`src/rtl/ivpr_pkg.sv`:
```
/*
 * Shared constants for the interrupt vector and priority resolver:
 * register offsets, field positions, reset values, fixed vectors and levels,
 * source identifiers and the acceptance sequencer states.
 * Assumes a 32-bit APB register bus and a 4-bit core interrupt mask level.
 */
package ivpr_pkg;

	// Widths
	localparam int ADDR_W = 8;
	localparam int DATA_W = 32;
	localparam int LVL_W = 5;
	localparam int MASK_W = 4;
	localparam int VEC_W = 7;
	localparam int SRC_W = 3;
	localparam int NSRC = 6;
	localparam int EVT_W = 3;

	// Register byte offsets
	localparam logic [ADDR_W-1:0] OFS_VECTOR_BASE = 8'h00;
	localparam logic [ADDR_W-1:0] OFS_PRIORITY_SETTING = 8'h04;
	localparam logic [ADDR_W-1:0] OFS_DMA0_VECTOR = 8'h08;
	localparam logic [ADDR_W-1:0] OFS_DMA1_VECTOR = 8'h0c;
	localparam logic [ADDR_W-1:0] OFS_EVENT_STATUS = 8'h10;
	localparam logic [ADDR_W-1:0] OFS_EVENT_MASK = 8'h14;
	localparam logic [ADDR_W-1:0] OFS_ACCEPTED = 8'h18;

	// Field positions
	localparam int DMA_PRIO_LSB = 8;
	localparam int ACC_MASK_LSB = 8;
	localparam int ACC_SRC_LSB = 16;
	localparam int ACC_STATE_LSB = 24;

	// Reset values
	localparam logic [DATA_W-1:0] RST_VECTOR_BASE = 32'h0000_0000;
	localparam logic [MASK_W-1:0] RST_PERIPH_PRIO = 4'h0;
	localparam logic [VEC_W-1:0] RST_DMA_VECTOR = 7'h00;

	// Fixed levels and vectors
	localparam logic [LVL_W-1:0] LVL_NMI = 5'h10;
	localparam logic [LVL_W-1:0] LVL_FIXED15 = 5'h0f;
	localparam logic [LVL_W-1:0] LVL_MASKED = 5'h00;
	localparam logic [MASK_W-1:0] MASK_AFTER_NMI = 4'hf;
	localparam logic [MASK_W-1:0] ENC_IDLE_CODE = 4'hf;
	localparam logic [VEC_W-1:0] VEC_NMI = 7'h0b;
	localparam logic [VEC_W-1:0] VEC_USER_BREAK = 7'h0c;
	localparam logic [VEC_W-1:0] VEC_DEBUG = 7'h0d;
	localparam logic [VEC_W-1:0] VEC_ENC_BASE = 7'h40;

	// Source identifiers, in default tie order
	localparam logic [SRC_W-1:0] SRC_NMI = 3'h0;
	localparam logic [SRC_W-1:0] SRC_USER_BREAK = 3'h1;
	localparam logic [SRC_W-1:0] SRC_DEBUG = 3'h2;
	localparam logic [SRC_W-1:0] SRC_ENC = 3'h3;
	localparam logic [SRC_W-1:0] SRC_DMA0 = 3'h4;
	localparam logic [SRC_W-1:0] SRC_DMA1 = 3'h5;

	// Event status bits
	localparam int EVT_ACCEPT = 0;
	localparam int EVT_NMI = 1;
	localparam int EVT_FETCHED = 2;

	typedef enum logic [1:0] {
		ST_IDLE = 2'b00,
		ST_FETCH = 2'b01
	} seq_state_t;

endpackage : ivpr_pkg

```
`src/rtl/prio_pick.sv`:
```
/*
 * One stage of the priority chain: keeps the best source seen so far unless
 * the candidate is valid and strictly higher.
 * Assumes stages are chained in default tie order, earliest stage first.
 */
`timescale 1ns/10ps
module prio_pick #(
	parameter int LW = 5,
	parameter int VW = 7,
	parameter int IW = 3
) (
	// Best so far
	input wire logic in_valid,
	input wire logic [LW-1:0] in_level,
	input wire logic [VW-1:0] in_vec,
	input wire logic [IW-1:0] in_id,
	// Candidate
	input wire logic cand_valid,
	input wire logic [LW-1:0] cand_level,
	input wire logic [VW-1:0] cand_vec,
	input wire logic [IW-1:0] cand_id,
	// Result
	output logic out_valid,
	output logic [LW-1:0] out_level,
	output logic [VW-1:0] out_vec,
	output logic [IW-1:0] out_id
);
	logic take;

	// Strict compare: an equal level keeps the earlier source
	assign take = cand_valid && (!in_valid || (cand_level > in_level));
	assign out_valid = in_valid || cand_valid;
	assign out_level = take ? cand_level : in_level;
	assign out_vec = take ? cand_vec : in_vec;
	assign out_id = take ? cand_id : in_id;

endmodule : prio_pick

```
`src/rtl/ivpr_top.sv`:
```
/*
 * Interrupt vector and priority resolver: ranks the pending sources, requests
 * the core, and on acceptance fetches the handler address from the vector
 * table and hands the new mask level to the core. APB register slave and a
 * sticky event status with mask drive one interrupt line.
 * Assumes level requests from break, debug and DMA stay high until acked,
 * and a memory port that answers each fetch request with one ack pulse.
 */
// The register addresses and the APB interface to the registers were decided locally.
// Notes on behaviour
// - Each source other than the encoded levels gets its own vector number, so its handler needs no source decode.
// - The handler address is read from vector base plus four times the vector number.
// - Encoded level requests 15 to 1 have fixed levels equal to their number.
// - The DMA transfer-end priority is software programmable from 0 to 15.
// - The two DMA sources share one priority field and rank channel 0 first.
// - Reset sets the peripheral priority field to level 0.
// - Equal levels resolve NMI, break, debug, encoded level, DMA0, DMA1 in that order.
// - Encoded levels share autovectors in pairs, 2 and 1 on 64 up to 14 and 13 on 70; level 15 alone is on 71.
// - A source programmed to level 0 is masked and never accepted.
// - NMI has level 16, is always accepted and loads mask level 15.
// - A peripheral acceptance loads the mask level with that source's level.
`timescale 1ns/10ps
module ivpr_top (
	// Clock and reset
	input wire logic sys_clk,
	input wire logic rst,
	// APB slave
	input wire logic psel,
	input wire logic penable,
	input wire logic pwrite,
	input wire logic [ivpr_pkg::ADDR_W-1:0] paddr,
	input wire logic [ivpr_pkg::DATA_W-1:0] pwdata,
	output logic [ivpr_pkg::DATA_W-1:0] prdata,
	output logic pready,
	output logic pslverr,
	// Interrupt sources
	input wire logic nmi_in,
	input wire logic user_break_req,
	input wire logic serial_debug_interrupt,
	input wire logic [3:0] encoded_level_request,
	input wire logic dma0_end_req,
	input wire logic dma1_end_req,
	output logic [ivpr_pkg::NSRC-1:0] src_ack,
	// Core side
	input wire logic [ivpr_pkg::MASK_W-1:0] interrupt_mask_level,
	output logic core_int_req,
	input wire logic core_ack,
	output logic mask_load,
	output logic [ivpr_pkg::MASK_W-1:0] new_mask_level,
	output logic [ivpr_pkg::DATA_W-1:0] handler_addr,
	output logic handler_valid,
	// Vector table fetch
	output logic fetch_req,
	output logic [ivpr_pkg::DATA_W-1:0] fetch_addr,
	input wire logic fetch_ack,
	input wire logic [ivpr_pkg::DATA_W-1:0] fetch_data,
	// Interrupt
	output logic irq
);
	localparam int AW = ivpr_pkg::ADDR_W;
	localparam int DW = ivpr_pkg::DATA_W;
	localparam int LW = ivpr_pkg::LVL_W;
	localparam int MW = ivpr_pkg::MASK_W;
	localparam int VW = ivpr_pkg::VEC_W;
	localparam int IW = ivpr_pkg::SRC_W;
	localparam int NS = ivpr_pkg::NSRC;
	localparam int EW = ivpr_pkg::EVT_W;

	typedef struct packed {
		ivpr_pkg::seq_state_t st;
		logic [DW-1:0] vector_base;
		logic [MW-1:0] priority_setting_regs;
		logic [VW-1:0] dma0_vector_setting;
		logic [VW-1:0] dma1_vector_setting;
		logic [EW-1:0] evt_status;
		logic [EW-1:0] evt_mask;
		logic nmi_prev;
		logic nmi_pend;
		logic int_req;
		logic [IW-1:0] acc_src;
		logic [VW-1:0] acc_vec;
		logic mask_load;
		logic [MW-1:0] new_mask;
		logic [NS-1:0] src_ack;
		logic fetch_req;
		logic [DW-1:0] fetch_addr;
		logic [DW-1:0] handler_addr;
		logic handler_valid;
		logic irq;
		logic [DW-1:0] prdata;
		logic pready;
		logic pslverr;
	} ivpr_state_t;

	ivpr_state_t st_r;
	ivpr_state_t st_nxt;

	// Candidate arrays, default tie order
	logic [NS-1:0] c_valid;
	logic [LW-1:0] c_level [NS];
	logic [VW-1:0] c_vec [NS];
	logic [IW-1:0] c_id [NS];
	logic [NS-1:0] b_valid;
	logic [LW-1:0] b_level [NS];
	logic [VW-1:0] b_vec [NS];
	logic [IW-1:0] b_id [NS];
	logic [LW-1:0] enc_level;
	logic [LW-1:0] dma_level;
	logic [VW-1:0] enc_vec;
	logic best_valid;
	logic [LW-1:0] best_level;
	logic [VW-1:0] best_vec;
	logic [IW-1:0] best_id;
	logic best_ok;
	logic take;
	logic setup;
	logic wr_acc;
	logic mapped;
	logic [EW-1:0] evt_set;

	// Encoded pins are active low: all ones is idle, all zeros is level 15
	assign enc_level = LW'(ivpr_pkg::ENC_IDLE_CODE - encoded_level_request);
	assign enc_vec = ivpr_pkg::VEC_ENC_BASE + VW'((enc_level - LW'(1)) >> 1);
	assign dma_level = LW'(st_r.priority_setting_regs);

	assign c_valid[0] = st_r.nmi_pend;
	assign c_level[0] = ivpr_pkg::LVL_NMI;
	assign c_vec[0] = ivpr_pkg::VEC_NMI;
	assign c_id[0] = ivpr_pkg::SRC_NMI;
	assign c_valid[1] = user_break_req;
	assign c_level[1] = ivpr_pkg::LVL_FIXED15;
	assign c_vec[1] = ivpr_pkg::VEC_USER_BREAK;
	assign c_id[1] = ivpr_pkg::SRC_USER_BREAK;
	assign c_valid[2] = serial_debug_interrupt;
	assign c_level[2] = ivpr_pkg::LVL_FIXED15;
	assign c_vec[2] = ivpr_pkg::VEC_DEBUG;
	assign c_id[2] = ivpr_pkg::SRC_DEBUG;
	assign c_valid[3] = (enc_level != ivpr_pkg::LVL_MASKED);
	assign c_level[3] = enc_level;
	assign c_vec[3] = enc_vec;
	assign c_id[3] = ivpr_pkg::SRC_ENC;
	// Both channels read the one shared field; chain position ranks them
	assign c_valid[4] = dma0_end_req && (dma_level != ivpr_pkg::LVL_MASKED);
	assign c_level[4] = dma_level;
	assign c_vec[4] = st_r.dma0_vector_setting;
	assign c_id[4] = ivpr_pkg::SRC_DMA0;
	assign c_valid[5] = dma1_end_req && (dma_level != ivpr_pkg::LVL_MASKED);
	assign c_level[5] = dma_level;
	assign c_vec[5] = st_r.dma1_vector_setting;
	assign c_id[5] = ivpr_pkg::SRC_DMA1;

	assign b_valid[0] = c_valid[0];
	assign b_level[0] = c_level[0];
	assign b_vec[0] = c_vec[0];
	assign b_id[0] = c_id[0];

	// Earlier stage wins ties
	genvar gi;
	generate
		for (gi = 1; gi < NS; gi++) begin : g_chain
			prio_pick #(.LW(LW), .VW(VW), .IW(IW)) u_pick (
				.in_valid(b_valid[gi-1]),
				.in_level(b_level[gi-1]),
				.in_vec(b_vec[gi-1]),
				.in_id(b_id[gi-1]),
				.cand_valid(c_valid[gi]),
				.cand_level(c_level[gi]),
				.cand_vec(c_vec[gi]),
				.cand_id(c_id[gi]),
				.out_valid(b_valid[gi]),
				.out_level(b_level[gi]),
				.out_vec(b_vec[gi]),
				.out_id(b_id[gi])
			);
		end
	endgenerate

	assign best_valid = b_valid[NS-1];
	assign best_level = b_level[NS-1];
	assign best_vec = b_vec[NS-1];
	assign best_id = b_id[NS-1];
	// NMI ignores the mask; everything else must beat it strictly
	assign best_ok = best_valid && ((best_id == ivpr_pkg::SRC_NMI) ||
		(best_level > LW'(interrupt_mask_level)));
	assign take = (st_r.st == ivpr_pkg::ST_IDLE) && st_r.int_req && core_ack && best_ok;

	assign setup = psel && !penable;
	assign wr_acc = psel && penable && pwrite && st_r.pready;
	assign mapped = (paddr == ivpr_pkg::OFS_VECTOR_BASE) ||
		(paddr == ivpr_pkg::OFS_PRIORITY_SETTING) ||
		(paddr == ivpr_pkg::OFS_DMA0_VECTOR) ||
		(paddr == ivpr_pkg::OFS_DMA1_VECTOR) ||
		(paddr == ivpr_pkg::OFS_EVENT_STATUS) ||
		(paddr == ivpr_pkg::OFS_EVENT_MASK) ||
		(paddr == ivpr_pkg::OFS_ACCEPTED);

	always_comb begin
		st_nxt = st_r;
		evt_set = '0;
		st_nxt.mask_load = 1'b0;
		st_nxt.src_ack = '0;
		st_nxt.handler_valid = 1'b0;
		st_nxt.pready = 1'b0;
		st_nxt.pslverr = 1'b0;
		st_nxt.nmi_prev = nmi_in;

		// Sequencer
		unique case (st_r.st)
			ivpr_pkg::ST_IDLE: begin
				st_nxt.int_req = best_ok && !take;
				if (take) begin
					st_nxt.acc_src = best_id;
					st_nxt.acc_vec = best_vec;
					st_nxt.mask_load = 1'b1;
					st_nxt.src_ack = NS'(1) << best_id;
					if (best_id == ivpr_pkg::SRC_NMI) begin
						st_nxt.new_mask = ivpr_pkg::MASK_AFTER_NMI;
						evt_set[ivpr_pkg::EVT_NMI] = 1'b1;
					end else begin
						st_nxt.new_mask = MW'(best_level);
					end
					st_nxt.fetch_req = 1'b1;
					st_nxt.fetch_addr = st_r.vector_base + {{(DW-VW-2){1'b0}}, best_vec, 2'b00};
					evt_set[ivpr_pkg::EVT_ACCEPT] = 1'b1;
					st_nxt.st = ivpr_pkg::ST_FETCH;
				end
			end
			ivpr_pkg::ST_FETCH: begin
				st_nxt.int_req = 1'b0;
				if (fetch_ack) begin
					st_nxt.fetch_req = 1'b0;
					st_nxt.handler_addr = fetch_data;
					st_nxt.handler_valid = 1'b1;
					evt_set[ivpr_pkg::EVT_FETCHED] = 1'b1;
					st_nxt.st = ivpr_pkg::ST_IDLE;
				end
			end
			default: begin
				st_nxt.st = ivpr_pkg::ST_IDLE;
			end
		endcase

		// NMI is edge detected; a new edge during its own clear keeps it pending
		if (take && (best_id == ivpr_pkg::SRC_NMI)) begin
			st_nxt.nmi_pend = 1'b0;
		end
		if (nmi_in && !st_r.nmi_prev) begin
			st_nxt.nmi_pend = 1'b1;
		end

		// APB: read data is registered in setup, one wait-free access cycle
		if (setup) begin
			st_nxt.pready = 1'b1;
			st_nxt.pslverr = !mapped;
			st_nxt.prdata = '0;
			unique case (paddr)
				ivpr_pkg::OFS_VECTOR_BASE: st_nxt.prdata = st_r.vector_base;
				ivpr_pkg::OFS_PRIORITY_SETTING:
					st_nxt.prdata[ivpr_pkg::DMA_PRIO_LSB +: MW] = st_r.priority_setting_regs;
				ivpr_pkg::OFS_DMA0_VECTOR: st_nxt.prdata[VW-1:0] = st_r.dma0_vector_setting;
				ivpr_pkg::OFS_DMA1_VECTOR: st_nxt.prdata[VW-1:0] = st_r.dma1_vector_setting;
				ivpr_pkg::OFS_EVENT_STATUS: st_nxt.prdata[EW-1:0] = st_r.evt_status;
				ivpr_pkg::OFS_EVENT_MASK: st_nxt.prdata[EW-1:0] = st_r.evt_mask;
				ivpr_pkg::OFS_ACCEPTED: begin
					st_nxt.prdata[VW-1:0] = st_r.acc_vec;
					st_nxt.prdata[ivpr_pkg::ACC_MASK_LSB +: MW] = st_r.new_mask;
					st_nxt.prdata[ivpr_pkg::ACC_SRC_LSB +: IW] = st_r.acc_src;
					st_nxt.prdata[ivpr_pkg::ACC_STATE_LSB +: 2] = st_r.st;
				end
				default: st_nxt.prdata = '0;
			endcase
		end
		if (wr_acc) begin
			unique case (paddr)
				ivpr_pkg::OFS_VECTOR_BASE: st_nxt.vector_base = pwdata;
				ivpr_pkg::OFS_PRIORITY_SETTING:
					st_nxt.priority_setting_regs = pwdata[ivpr_pkg::DMA_PRIO_LSB +: MW];
				ivpr_pkg::OFS_DMA0_VECTOR: st_nxt.dma0_vector_setting = pwdata[VW-1:0];
				ivpr_pkg::OFS_DMA1_VECTOR: st_nxt.dma1_vector_setting = pwdata[VW-1:0];
				ivpr_pkg::OFS_EVENT_STATUS:
					st_nxt.evt_status = st_r.evt_status & ~pwdata[EW-1:0];
				ivpr_pkg::OFS_EVENT_MASK: st_nxt.evt_mask = pwdata[EW-1:0];
				default: st_nxt.vector_base = st_nxt.vector_base;
			endcase
		end
		// Set after clear, so a same-cycle event survives
		st_nxt.evt_status = st_nxt.evt_status | evt_set;
		st_nxt.irq = |(st_nxt.evt_status & st_nxt.evt_mask);
	end

	always_ff @(posedge sys_clk) begin
		if (rst) begin
			st_r <= '0;
			st_r.st <= ivpr_pkg::ST_IDLE;
			st_r.vector_base <= ivpr_pkg::RST_VECTOR_BASE;
			st_r.priority_setting_regs <= ivpr_pkg::RST_PERIPH_PRIO;
			st_r.dma0_vector_setting <= ivpr_pkg::RST_DMA_VECTOR;
			st_r.dma1_vector_setting <= ivpr_pkg::RST_DMA_VECTOR;
		end else begin
			st_r <= st_nxt;
		end
	end

	assign prdata = st_r.prdata;
	assign pready = st_r.pready;
	assign pslverr = st_r.pslverr;
	assign src_ack = st_r.src_ack;
	assign core_int_req = st_r.int_req;
	assign mask_load = st_r.mask_load;
	assign new_mask_level = st_r.new_mask;
	assign handler_addr = st_r.handler_addr;
	assign handler_valid = st_r.handler_valid;
	assign fetch_req = st_r.fetch_req;
	assign fetch_addr = st_r.fetch_addr;
	assign irq = st_r.irq;
endmodule : ivpr_top

```
`config.mk`:
```
export PLATFORM = sky130hd
export DESIGN_NAME = ivpr_top
export DESIGN_NICKNAME = d
export VERILOG_FILES = /design/src/rtl/ivpr_pkg.sv /design/src/rtl/prio_pick.sv /design/src/rtl/ivpr_top.sv
export SDC_FILE = /design/constraint.sdc
export NUM_CORES = 1
export LEC_CHECK = 0
export BUFFER_PORTS_ARGS = -buffer_cell sky130_fd_sc_hd__buf_2
export CAP_MARGIN = 20
export CELL_PAD_IN_SITES_DETAIL_PLACEMENT = 1
export CELL_PAD_IN_SITES_GLOBAL_PLACEMENT = 1
export CORE_MARGIN = 2
export CORE_UTILIZATION = 39
export CTS_BUF_LIST = sky130_fd_sc_hd__clkbuf_4 sky130_fd_sc_hd__clkbuf_8 sky130_fd_sc_hd__clkbuf_16
export DETAILED_ROUTE_END_ITERATION = 10
export GPL_ROUTABILITY_DRIVEN = 1
export MAX_ROUTING_LAYER = met4
export PLACE_DENSITY_LB_ADDON = 0.15
export SYNTH_ARGS = -nofsm -noshare
export SYNTH_HDL_FRONTEND = slang
export SYNTH_SLANG_ARGS = --single-unit
export TNS_END_PERCENT = 1
```
`constraint.sdc`:
```
create_clock -name sys_clk -period 10.9 [get_ports sys_clk]
set_clock_uncertainty 0.05 [all_clocks]
set_input_delay 0.545 -clock sys_clk [delete_from_list [all_inputs] [get_ports sys_clk]]
set_output_delay 0.545 -clock sys_clk [all_outputs]
set_load 0.1 [all_outputs]
```
Word-level counts from Yosys, hierarchy flattened
Index checks and enable logic that the tools add are counted.
Widths: inputs -> output; s select.
{ "classes": {"reduce_logical": 63, "n_mux": 44, "n_bitwise": 8, "n_lt_le_gt_ge": 5, "shifts": 1, "n_addsub": 4, "n_eq_ne": 9} }
{ "op_table": {"columns": ["cell", "count"], "rows": [
  ["$mux 44", 1],
  ["$add 32x9->32", 1],
  ["$mux 5", 6],
  ["$eq 8x5->1 const B", 3],
  ["$mux 7", 3],
  ["$logic_and 1x1->1", 18],
  ["$mux 3", 6],
  ["$pmux 3 s6", 1],
  ["$eq 8x4->1 const B", 2],
  ["$logic_or 1x1->1", 16],
  ["$pmux 4 s4", 1],
  ["$mux 2", 7],
  ["$reduce_and 2->1", 7],
  ["$mux 6", 2],
  ["$pmux 4 s3", 1],
  ["$gt 4x5->1", 2],
  ["$reduce_bool 5->1", 2],
  ["$logic_not 1->1", 9],
  ["$mux 1", 9],
  ["$eq 8x3->1 const B", 1],
  ["$logic_not 8->1", 1],
  ["$mux 4", 2],
  ["$pmux 2 s2", 2],
  ["$add 7x6->7 const A", 1],
  ["20 further kinds", 30]
]} }
{ "word_totals": {"ff_bits": 183} }

Longest topological paths before layout
Gate-level depths: netlist (run 1).
{ "logic_depth": {"depth_word": 28, "depth_mapped": 34} }

By module
A second synthesis (run 1) with hierarchy kept.
{ "hier_totals": {"cells_unflattened": 1237, "hier_area_um2": 10166.0} }
{ "by_module_without_submodules": {"columns": ["module", "cells_each", "seq_area_each_um2", "n_inst", "area_per_inst_um2"], "rows": [
  ["ivpr_top", 1057, 3643.5, 1, 8558.2],
  ["prio_pick", 36, 0.0, 5, 321.6]
]} }

Worst setup path before layout (run 1)
No wires, ideal clock.
{ "synth_timing": {"path_type": "register to register", "from": "register st_r (netlist bit b_valid[0])", "to": "register st_r (netlist bit new_mask_level[1])", "path_stages_with_launch": 31, "setup_ps": 120, "t_arrival_ps": 6633, "slack_ps": 4098, "path_buffers": 4, "period_less_slack_ps": 6802, "path_cell_list": "dfxtp_1 clkbuf_1 clkbuf_1 nor2_1 ha_1 nor4_1 nor3b_1 o21ai_0 o22ai_1 ha_1 nor2_1 o221ai_1 o311a_1 buf_4 nor2_2 mux2i_1 ha_1 a21oi_1 o21ai_0 a31oi_1 o22a_1 mux2_2 ha_1 nor2b_1 o21a_1 o21a_1 o21ai_0 a21o_1 clkbuf_1 a21oi_1 o31a_1"} }
{ "synth_via": {"elab_chain_cells": 24, "elab_cells_between_ends": 40, "cone_classes": "order compare (5); mux (11); reduce/logical (24)"} }
{ "synth_rtl": {"columns": ["item", "line_no", "rtl"], "rows": [
  ["start, declared", "ivpr_top.sv:95", "ivpr_state_t st_r;"],
  ["start signal, assigned", "ivpr_top.sv:300", "st_r <= st_nxt;"],
  ["$logic_not 1->1", "prio_pick.sv:31", "assign take = cand_valid && (!in_valid || (cand_level > in_level));"],
  ["$logic_and 1x1->1", "prio_pick.sv:31", null],
  ["$mux 5", "prio_pick.sv:33", "assign out_level = take ? cand_level : in_level;"],
  ["$gt 4x5->1", "prio_pick.sv:31", null],
  ["$logic_or 1x1->1", "prio_pick.sv:31", null],
  ["$logic_and 1x1->1", "prio_pick.sv:31", null],
  ["$mux 5", "prio_pick.sv:33", null],
  ["$gt 5x5->1", "prio_pick.sv:31", null],
  ["(+8 left out)", null, null],
  ["$logic_or 1x1->1", "prio_pick.sv:31", null],
  ["$logic_and 1x1->1", "prio_pick.sv:31", null],
  ["$mux 5 or $mux 3 (tied branches)", "prio_pick.sv:33, prio_pick.sv:35", null],
  ["$gt 5x4->1 or $logic_not 3->1 (tied branches)", "ivpr_top.sv:184, ivpr_top.sv:183, ivpr_top.sv:216", null],
  ["$logic_or 1x1->1", "ivpr_top.sv:183", "assign best_ok = best_valid && ((best_id == ivpr_pkg::SRC_NMI) ||"],
  ["$logic_and 1x1->1", "ivpr_top.sv:183", null],
  ["$logic_and 1x1->1", "ivpr_top.sv:185", "assign take = (st_r.st == ivpr_pkg::ST_IDLE) && st_r.int_req && core_ack && best_ok;"],
  ["$reduce_and 2->1 (no line)", null, null]
]} }
Parallel ways exist; a longest one is shown, timed or not.
A chain may end at the register's enable or synchronous reset.

Worst setup path after layout (run 1)
{ "layout_timing": {"from": "register st_r (netlist bit b_valid[0])", "to": "register st_r[117] (netlist name)"} }
{ "layout_via": {"elab_chain_cells": 24, "elab_cells_between_ends": 42, "cone_classes": "order compare (5); mux (13); reduce/logical (24)"} }
{ "layout_rtl": {"columns": ["item", "line_no"], "rows": [
  ["$logic_not 1->1", "prio_pick.sv:31"],
  ["$logic_and 1x1->1", "prio_pick.sv:31"],
  ["$mux 5", "prio_pick.sv:33"],
  ["$gt 4x5->1", "prio_pick.sv:31"],
  ["$logic_or 1x1->1", "prio_pick.sv:31"],
  ["$logic_and 1x1->1", "prio_pick.sv:31"],
  ["$mux 5", "prio_pick.sv:33"],
  ["$gt 5x5->1", "prio_pick.sv:31"],
  ["(+8 left out)", null],
  ["$logic_or 1x1->1", "prio_pick.sv:31"],
  ["$logic_and 1x1->1", "prio_pick.sv:31"],
  ["$mux 5 or $mux 3 (tied branches)", "prio_pick.sv:33, prio_pick.sv:35"],
  ["$gt 5x4->1 or $logic_not 3->1 (tied branches)", "ivpr_top.sv:184, ivpr_top.sv:183"],
  ["$logic_or 1x1->1", "ivpr_top.sv:183"],
  ["$logic_and 1x1->1", "ivpr_top.sv:183"],
  ["$logic_and 1x1->1", "ivpr_top.sv:185"],
  ["$reduce_and 2->1 (no line)", null]
]} }
Parallel ways exist; a longest one is shown, timed or not.

==> flow_summary.toml, run 1 <==
[logic_synthesis]
synthDistinctLibCells = 60
syn_inst = 1120
synth-seq-cells = 182
syn_avg_cell_area_um2 = 7.972
synthesis.nets = 1233
synth_area_mm2 = 0.008929
synth_edf_count = 0
yosysWarnings = 0
yosysSeqAreaShare = 0.4081
ys_async_sr_fraction = 0
synth_ff_type = "dfxtp_1"

[die]
start_util = 0.3956
die-area_mm2 = 0.02412
coreArea_mm2 = 0.02257
ioPinCount = 205
row_count = 55
die_x_um = 155.3
fp.dieH_um = 155.3

[clock_tree]
post_cts_buffers = 0
htree_levels = 4
holdBufCountCts = 0
cts_root_buf = "clkbuf_16"
numCtsBuffers = 17
clk_latency_ns = 0.44
cts_buffer_depth = 2
postCtsResizedCells = 0
path_clk_slew_ns = 0.08
cts_sinks = 182
cts_tree = "yes"

[worst_setup_path]
crit_top_cell = "ha_1"
worstPathArrival_ns = 8.67
required_ns = 11.19
cp_top_family = "compound AO/OA/AOI/OAI gates"
reg2reg_depth = 27
critPathKind = "register to register"
critical_path_depth = 27
crit_path_max_fanout = 39
cp_num_buf_inv = 1
max_stage_delay_ns = 0.91
worstSetupStartpointType = "register"
cp-end-kind = "register"
slowest_stage = "a21oi_4"

[worst_hold_path]
hold_path.class = "primary input to register"
hold_depth = 3

[final_layout]
design_area_mm2 = 0.01003
num-nets-final = 1292
layout.cells.non_filler = 1478
fin_util = 0.4445
area_growth_pct = 12.36
drive_gt1_frac = 0.2233

[sta]
fmax_mhz = 119.3
fin_tns_setup_ns = 0
fin_crit_ns = 8.383
worst_slew_pin_slew_ns = 1.096
finalSetupViolations = 0
slew_viol_final = 0
finalCritPeriodShare = 0.7691
finalHoldViolCount = 0
whs_ns = 0.2876
rsz0062_at_grt = "no"
slew-limit-headroom = 0.2676

[status]
status = "finished clean"

[detailed_routing]
vias = 7853
drt-initial-drc-count = 417
wl_per_cell_um = 18.50
wirelength_mm = 27.34
avgViaCountPerCell = 5.313
dr.pass1.iters = 4
ant_nets = 0
drc_errors = 0

[pwr]
power_density_mw_per_mm2 = 167.7
p_leak_nw = 3.996
ir_worst_vdd_uv = 96.80

[grt]
grt-busiest-layer = "met2"
grt_overflow = 0
grtUsageMet3 = 0.03844
grt_pass1_vias = 7845
grt_pass1_wl_mm = 43.14
globalRouteMet1Util = 0.3156
grt_use_total = 0.2337
antenna_found_initial = 2
use_met2 = 0.3689
grt_max_degree = 91

[flow_run]
cap_viol_max_count = 0

[placement]
port_buffers = 204
place_congestion = 0.8299
place_inst = 1445
dpl_cell_area_mm2 = 0.009338
hpwl_mm = 19.46
## routing by layer
layer  vias up  wire length [um]
met3        23              1186
met2       185             12580
met4         0               292
met1      3763             13290
met5         -                 0
li1       3882                 -
## stage by stage
stage	total power [mW]	setup WS, ns
6_report	1.683	2.517
5_1_grt	1.740	1.670
4_1_cts	1.699	2.544
3_5_place_dp	0.9664	2.264
3_3_place_gp	0.9638	2.705
2_1_floorplan	0.9216	4.098
## cells in the final DEF (no fill, tap or decap), types with 10 or more instances in the layout
master	netlist	final
dfxtp_1	182	182
nor3_1	22	20
buf_4	109	13
o21ai_0	10	10
buf_2	8	203
inv_1	16	16
ha_1	20	20
a211oi_1	30	30
nand2_1	207	207
xor2_1	20	20
nor2_1	90	89
xnor2_1	10	10
a21oi_1	135	135
clkbuf_16	0	17
nand3_1	56	56
and3_1	11	11
## cells in the mapped netlist (5+ instances only)
cell | n | area (um2)
nand3_1 | 56 | 280.3
and3_1 | 11 | 68.82
o21ai_0 | 10 | 50.05
a21o_1 | 6 | 45.04
nor3_1 | 22 | 110.1
clkbuf_1 | 54 | 202.7
buf_2 | 8 | 40.04
o21a_1 | 5 | 37.54
a211oi_1 | 30 | 225.2
o22ai_1 | 5 | 31.28
xnor2_1 | 10 | 87.58
dfxtp_1 | 182 | 3643
nand4_1 | 8 | 50.05
mux2i_1 | 9 | 90.09
inv_1 | 16 | 60.06
a22oi_1 | 7 | 52.55
mux2_2 | 8 | 90.09
nand2_1 | 207 | 777.0
nand2b_1 | 9 | 56.30
nor2_1 | 90 | 337.8
a221oi_1 | 8 | 70.07
a31oi_1 | 5 | 31.28
a21oi_1 | 135 | 675.7
buf_4 | 109 | 818.3
xor2_1 | 20 | 175.2
ha_1 | 20 | 250.2
a222oi_1 | 5 | 50.05
## area by class of cell
| class | count | area, um2 |
|---|---|---|
| Sequential cell | 182 | 3643 |
| Antenna cell | 2 | 5.005 |
| Timing Repair Buffer | 216 | 1114 |
| Tap cell | 285 | 356.6 |
| Multi-Input combinational cell | 746 | 4164 |
| Fill cell | 2799 | 12540 |
| Clock inverter | 12 | 236.5 |
| Clock buffer | 19 | 452.9 |
| Inverter | 16 | 60.06 |
## final timing paths
path | start | endpoint | slack [ns]
worst max-delay path | b_valid[0] | st_r[117] | 2.52
worst min-delay path | fetch_data[19] | handler_addr[19] | 0.29
worst max register to register | b_valid[0] | st_r[117] | 2.52
worst min register to register | handler_addr[2] | handler_addr[2] | 0.40
## worst register-to-register path, delay by kind of cell, from the launching register on
family / cells / cell delay [ns]
AO/OA/AOI/OAI: 13 / 3.79
adder cells (fa/ha/maj): 4 / 1.06
buffers and inverters: 1 / 0.50
AND/OR/NAND/NOR: 7 / 1.52
multiplexers: 2 / 0.63
flip-flops: 1 / 0.73
## sequential cells by signal, indices dropped and copies added, names as in the netlist
| name | flops |
|---|---|
| handler_valid | 1 |
| c_vec | 14 |
| mask_load | 1 |
| prdata | 32 |
| pslverr | 1 |
| st_r | 50 |
| c_level | 4 |
| handler_addr | 32 |
| new_mask_level | 4 |
| pready | 1 |
| irq | 1 |
| core_int_req | 1 |
| src_ack | 6 |
| fetch_addr | 32 |
| b_valid | 1 |
| fetch_req | 1 |
## kinds of logic (layout without fill, tap and decap cells)
kind of cell    count (synthesis)  count (layout)  synth area share
fa+ha+maj                      21              21           0.03027
buf+inv                       192             263            0.1278
simple gates                  431             431            0.2110
flops                         182             182            0.4081
other cells                     0               2                 0
mux                            17              17           0.02018
compound gates                247             247            0.1732
xor+xnor                       30              30           0.02943
## power by group
group	switching [mW]	internal [mW]	total, mW
registers	0.0140	0.684	0.698
logic	0.197	0.0555	0.252
clock network	0.285	0.447	0.732
total	0.496	1.19	1.68
(Power assumes the default switching activity.)
==> inputs of run 2 (changes only) <==
--- a/config.mk
+++ b/config.mk
@@ -10,7 +10,7 @@
 export CELL_PAD_IN_SITES_DETAIL_PLACEMENT = 1
 export CELL_PAD_IN_SITES_GLOBAL_PLACEMENT = 1
 export CORE_MARGIN = 2
-export CORE_UTILIZATION = 39
+export CORE_UTILIZATION = 36
 export CTS_BUF_LIST = sky130_fd_sc_hd__clkbuf_4 sky130_fd_sc_hd__clkbuf_8 sky130_fd_sc_hd__clkbuf_16
 export DETAILED_ROUTE_END_ITERATION = 10
 export GPL_ROUTABILITY_DRIVEN = 1
==> constraint.sdc (replaced) <==
create_clock -name sys_clk -period 7.2 [get_ports sys_clk]
set_clock_uncertainty 0.05 [all_clocks]
set_input_delay 0.36 -clock sys_clk [delete_from_list [all_inputs] [get_ports sys_clk]]
set_output_delay 0.36 -clock sys_clk [all_outputs]
set_load 0.1 [all_outputs]
==> run 2 against run 1 <==
Compared with the run above: worst hold slack got worse by 0.19 ns; die area rose by 8.1%; register-to-register slack got worse by 1.8 ns; wire length rose by 2.7%; power rose by 41%; clock-buffer cell count fell by 1; largest cell class unchanged; largest power group is now sequential cells; highest routed layer unchanged.
==> flow_summary.toml, run 2 (same netlist as run 1, synthesis figures left out) <==
[status]
status = "finished clean"

[pwr]
ir_worst_vdd_uv = 157.4
p_leak_nw = 3.998
power_density_mw_per_mm2 = 235.3

[worst_setup_path]
required_ns = 7.43
crit_top_cell = "ha_1"
cp_top_family = "compound AO/OA/AOI/OAI gates"
worstPathArrival_ns = 6.73
max_stage_delay_ns = 0.42
reg2reg_depth = 29
critPathKind = "register to register"
r2r_setup_slack_ns = 0.69
cp-end-kind = "register"
crit_path_max_fanout = 11
slowest_stage = "fa_1"
worstReg2RegStart = "b_valid[0]"
r2r_end = "fetch_addr[14]"
cp_num_buf_inv = 2
worstSetupStartpointType = "register"

[clock_tree]
htree_levels = 4
cts_sinks = 182
numCtsBuffers = 17
clk_latency_ns = 0.43
cts_tree = "yes"
cts_buffer_depth = 2
path_clk_slew_ns = 0.08
cts_root_buf = "clkbuf_16"

[grt]
grt_max_degree = 80
antenna_found_initial = 2
grt_overflow = 0
grt_pass1_vias = 8095
grt_pass1_wl_mm = 44.18
grt_use_total = 0.2209

[detailed_routing]
dr.pass1.iters = 7
avgViaCountPerCell = 5.152
ant_nets = 0
wirelength_mm = 28.08
drc_errors = 0
drt-initial-drc-count = 421
vias = 7882
wl_per_cell_um = 18.35

[sta]
rsz0062_at_grt = "no"
finalHoldViolCount = 0
slew-limit-headroom = 0.4326
timing.final.ws_setup_ns = 0.6938
finalCritPeriodShare = 0.9036
fmax_mhz = 153.7
worst_slew_pin_slew_ns = 0.8465
slew_viol_final = 0
fin_crit_ns = 6.506
fin_tns_setup_ns = 0
finalSetupViolations = 0

[placement]
port_buffers = 204
dp_slack_ns = 0.08851
hpwl_mm = 20.43
place_congestion = 0.8617
place_inst = 1495

[die]
fp.dieH_um = 161.5
die_x_um = 161.5
start_util = 0.3671
coreArea_mm2 = 0.02432
row_count = 57
ioPinCount = 205
die-area_mm2 = 0.02608

[final_layout]
drive_gt1_frac = 0.2359
final_common_cell = "nand2_1"
final_cell_mix = "207 x nand2_1, 203 x buf_2, 182 x dfxtp_1"
layout.cells.non_filler = 1530
largest_register_ffs = 50
area_growth_pct = 13.13
top_register = "st_r"
num-nets-final = 1304
fin_util = 0.4153

[worst_hold_path]
hp-start = "fetch_data[16]"
hold_depth = 3
hold_path_end = "handler_addr[16]"
hold_path.class = "primary input to register"

[flow_run]
cap_viol_max_count = 0
-- run 2: changes by cell type in the layout (fill, tap and decap cells not counted), moves of 2 or more --
cell | previous run | this run
buf_4 | 13 | 23
bufinv_16 | 6 | 0
clkinv_4 | 1 | 6
clkinv_8 | 0 | 2
-- run 2: layout make-up --
cell class              count  area (um2)
inverters                  16       60.06
clock inverters            14       142.6
clock buffers              18       439.2
well taps                 324       405.4
flip-flops and latches    182        3643
multi-input cells         746        4185
diodes                      2       5.005
repair buffers            228        1220
fillers                  3015       14220
-- run 2: report_power, final --
part / internal, mW / total, mW / switching [mW]
Clock: 0.469 / 0.930 / 0.461
Combinational: 0.0897 / 0.392 / 0.302
Sequential: 1.04 / 1.05 / 0.0187
-- run 2: worst max path at each step --
stage | startpoint | to | slack [ns] | cells after the start
floorplan | b_valid[0] | new_mask_level[1] | 0.40 | 30
global placement | user_break_req | fetch_addr[25] | 0.33 | 30
detailed placement | user_break_req | fetch_addr[20] | 0.09 | 28
CTS | user_break_req | fetch_addr[30] | 0.48 | 29
global route | b_valid[0] | fetch_addr[16] | 0.07 | 29
finish | b_valid[0] | fetch_addr[14] | 0.69 | 29
-- run 2: timing repair --
action	CTS	global route
setup buffers	0	0
hold buffers	0	0
setup endpoints to repair	0	42
gates resized for setup	0	6
-- run 2: layer usage --
metal,global-route usage,wire (um)
met5,-,0
met4,0.05519,383
met3,0.04135,1323
met2,0.3520,13070
met1,0.2897,13300
-- run 2: stage by stage --
stage	total power [mW]	hold slack [ns]	instance area, um2
global route	2.468	0.09216	10100
detailed placement	1.471	0.3953	9487
CTS	2.399	0.08254	10070
finish	2.376	0.09759	10100
floorplan	1.395	0.3817	8929
global placement	1.468	0.3875	9487
-- run 2: worst reg2reg max path: cells and delay by family, from the launching register on --
kind            cells  cell delay [ns]
xor+xnor            1             0.15
fa+ha+maj           5             1.40
buf+inv             2             0.40
compound gates     13             2.54
flops               1             0.38
simple gates        8             1.43
==> inputs of run 3 (changes only) <==
--- a/config.mk
+++ b/config.mk
@@ -14,7 +14,6 @@
 export CTS_BUF_LIST = sky130_fd_sc_hd__clkbuf_4 sky130_fd_sc_hd__clkbuf_8 sky130_fd_sc_hd__clkbuf_16
 export DETAILED_ROUTE_END_ITERATION = 10
 export GPL_ROUTABILITY_DRIVEN = 1
-export MAX_ROUTING_LAYER = met4
 export PLACE_DENSITY_LB_ADDON = 0.15
 export SYNTH_ARGS = -nofsm -noshare
 export SYNTH_HDL_FRONTEND = slang
==> run 3 against run 2 <==
Compared with the run above: power grew 0.61%; first-iteration DRC count rose by 17%; die area did not move; non-clock buffer count is 1 lower; critical endpoint is now fetch_addr[18].
==> flow_summary.toml, run 3 (same netlist as run 1, synthesis figures left out) <==
[clock_tree]
clk_latency_ns = 0.44
cts_tree = "yes"
path_clk_slew_ns = 0.08
cts_sinks = 182
cts_root_buf = "clkbuf_16"
cts_buffer_depth = 2
htree_levels = 4
numCtsBuffers = 17

[worst_setup_path]
critPathKind = "register to register"
required_ns = 7.43
worstSetupStartpointType = "register"
crit_top_cell = "ha_1"
worstPathArrival_ns = 6.84
crit_path_max_fanout = 11
cp-end-kind = "register"
slowest_stage = "o311a_1"
max_stage_delay_ns = 0.51

[final_layout]
drive_gt1_frac = 0.2336
num-nets-final = 1303
top_register = "st_r"
multi_input_area_mm2 = 0.004188
largest_register_ffs = 50
final_cell_mix = "207 x nand2_1, 203 x buf_2, 182 x dfxtp_1"
n_antenna_cell = 0
fillers = 2962
seq_area_mm2 = 0.003643
area_growth_pct = 13.00
final_common_cell = "nand2_1"

[sta]
rsz0062_at_grt = "no"
finalHoldViolCount = 0
slew-limit-headroom = 0.4212
slew_viol_final = 0
fin_tns_setup_ns = 0
finalSetupViolations = 0
finalCritPeriodShare = 0.9171
fin_crit_ns = 6.603
worst_slew_pin_slew_ns = 0.8574
fmax_mhz = 151.4

[worst_hold_path]
hold_path.class = "primary input to register"

[detailed_routing]
drc_errors = 0
wl_met1_mm = 13.27
ant_nets = 0
dr.pass1.iters = 4
met3WireLength_mm = 1.298
top_layer = "met5"
avgViaCountPerCell = 5.136
wl_met2_mm = 12.82
wirelength_mm = 27.83
drt-initial-drc-count = 494
wl_per_cell_um = 18.23
vias = 7842

[pwr]
p_seq_frac = 0.441
p_int_mw = 1.627
p_sw_mw = 0.7644
p_leak_nw = 4.000
power_density_mw_per_mm2 = 237.0
power_frac_comb = 0.164
netSwitchingFraction = 0.3197
p_total_mw = 2.391
ir_worst_vdd_uv = 136.1
power.share.clock = 0.395

[grt]
grt_overflow = 0
grt_max_degree = 78
grt_pass1_wl_mm = 44.46
antenna_found_initial = 1
grt_use_total = 0.2150
grt_pass1_vias = 8019

[placement]
hpwl_mm = 20.11
port_buffers = 204
place_congestion = 0.8919

[die]
row_count = 57
die_x_um = 161.5
fp.dieH_um = 161.5
die-area_mm2 = 0.02608
start_util = 0.3671
ioPinCount = 205
coreArea_mm2 = 0.02432

[status]
status = "finished clean"

[flow_run]
cap_viol_max_count = 0
## run 3: cell count changes in the layout (fill, tap and decap cells not counted), sizes merged
cell / before / now
clkinv: 8 / 3
clkinvlp: 2 / 3
clkbuf: 18 / 19
buf: 228 / 227
diode: 2 / 0
bufinv: 0 / 1
inv: 20 / 22
## run 3: power by group through the flow
stage / logic [mW] / registers [mW] / clock network, mW
final: 0.392 / 1.05 / 0.944
after global routing: 0.420 / 1.06 / 1.01
after CTS: 0.393 / 1.05 / 0.965
after detailed placement: 0.392 / 1.08 / 0
after global placement: 0.389 / 1.08 / 0
after floorplan: 0.310 / 1.09 / 0
## run 3: critical path, delay by kind of cell, from the launching register on
family | cells | cell delay, ns
DFF | 1 | 0.38
adders and majority gates | 5 | 1.38
AOI/OAI and AO/OA | 13 | 2.75
xor gates and xnor gates | 1 | 0.17
and+or+nand+nor | 9 | 1.54
buffers and inverters | 1 | 0.19
## run 3: routing by layer
metal  vias up  track usage
met5         -            0
met4         2      0.05276
met3        31      0.04905
met2       177       0.3485
met1      3738       0.2901
li1       3894            -
## run 3: final cells by class
class                           count  area share
Multi-Input combinational cell    746      0.4151
Inverter                           16    0.005952
Clock inverter                     13     0.01364
Tap cell                          324     0.04018
Sequential cell                   182      0.3611
Clock buffer                       19     0.04427
Timing Repair Buffer              227      0.1198
## run 3: path summary, 6_finish.rpt
| kind | startpoint | end | slack [ns] | cells after the start |
|---|---|---|---|---|
| max | b_valid[0] | fetch_addr[18] | 0.60 | 29 |
| min | fetch_data[16] | handler_addr[16] | 0.1 | 3 |
| min reg2reg | prdata[14] | prdata[14] | 0.40 | 2 |
| max reg2reg | b_valid[0] | fetch_addr[18] | 0.60 | 29 |
## run 3: through the flow
stage / hold slack, ns / setup slack [ns] / cells / utilization / cell area (um2)
after floorplan: 0.3817 / 0.3976 / 1120 / - / 8929
after global placement: 0.3892 / 0.1881 / 1495 / 0.3901 / 9487
after detailed placement: 0.3944 / -0.1773 / 1495 / 0.3901 / 9487
after CTS: 0.08621 / 0.2853 / 1527 / 0.4141 / 10070
after global routing: 0.09141 / 0.03008 / 1527 / 0.4149 / 10090
final: 0.09776 / 0.5970 / 1527 / 0.4149 / 10090
## run 3: repair_timing
item                                    CTS  global route
setup buffers                             0             0
resized for setup                         0             4
endpoints found under the setup margin    0            51
hold buffers                              0             0
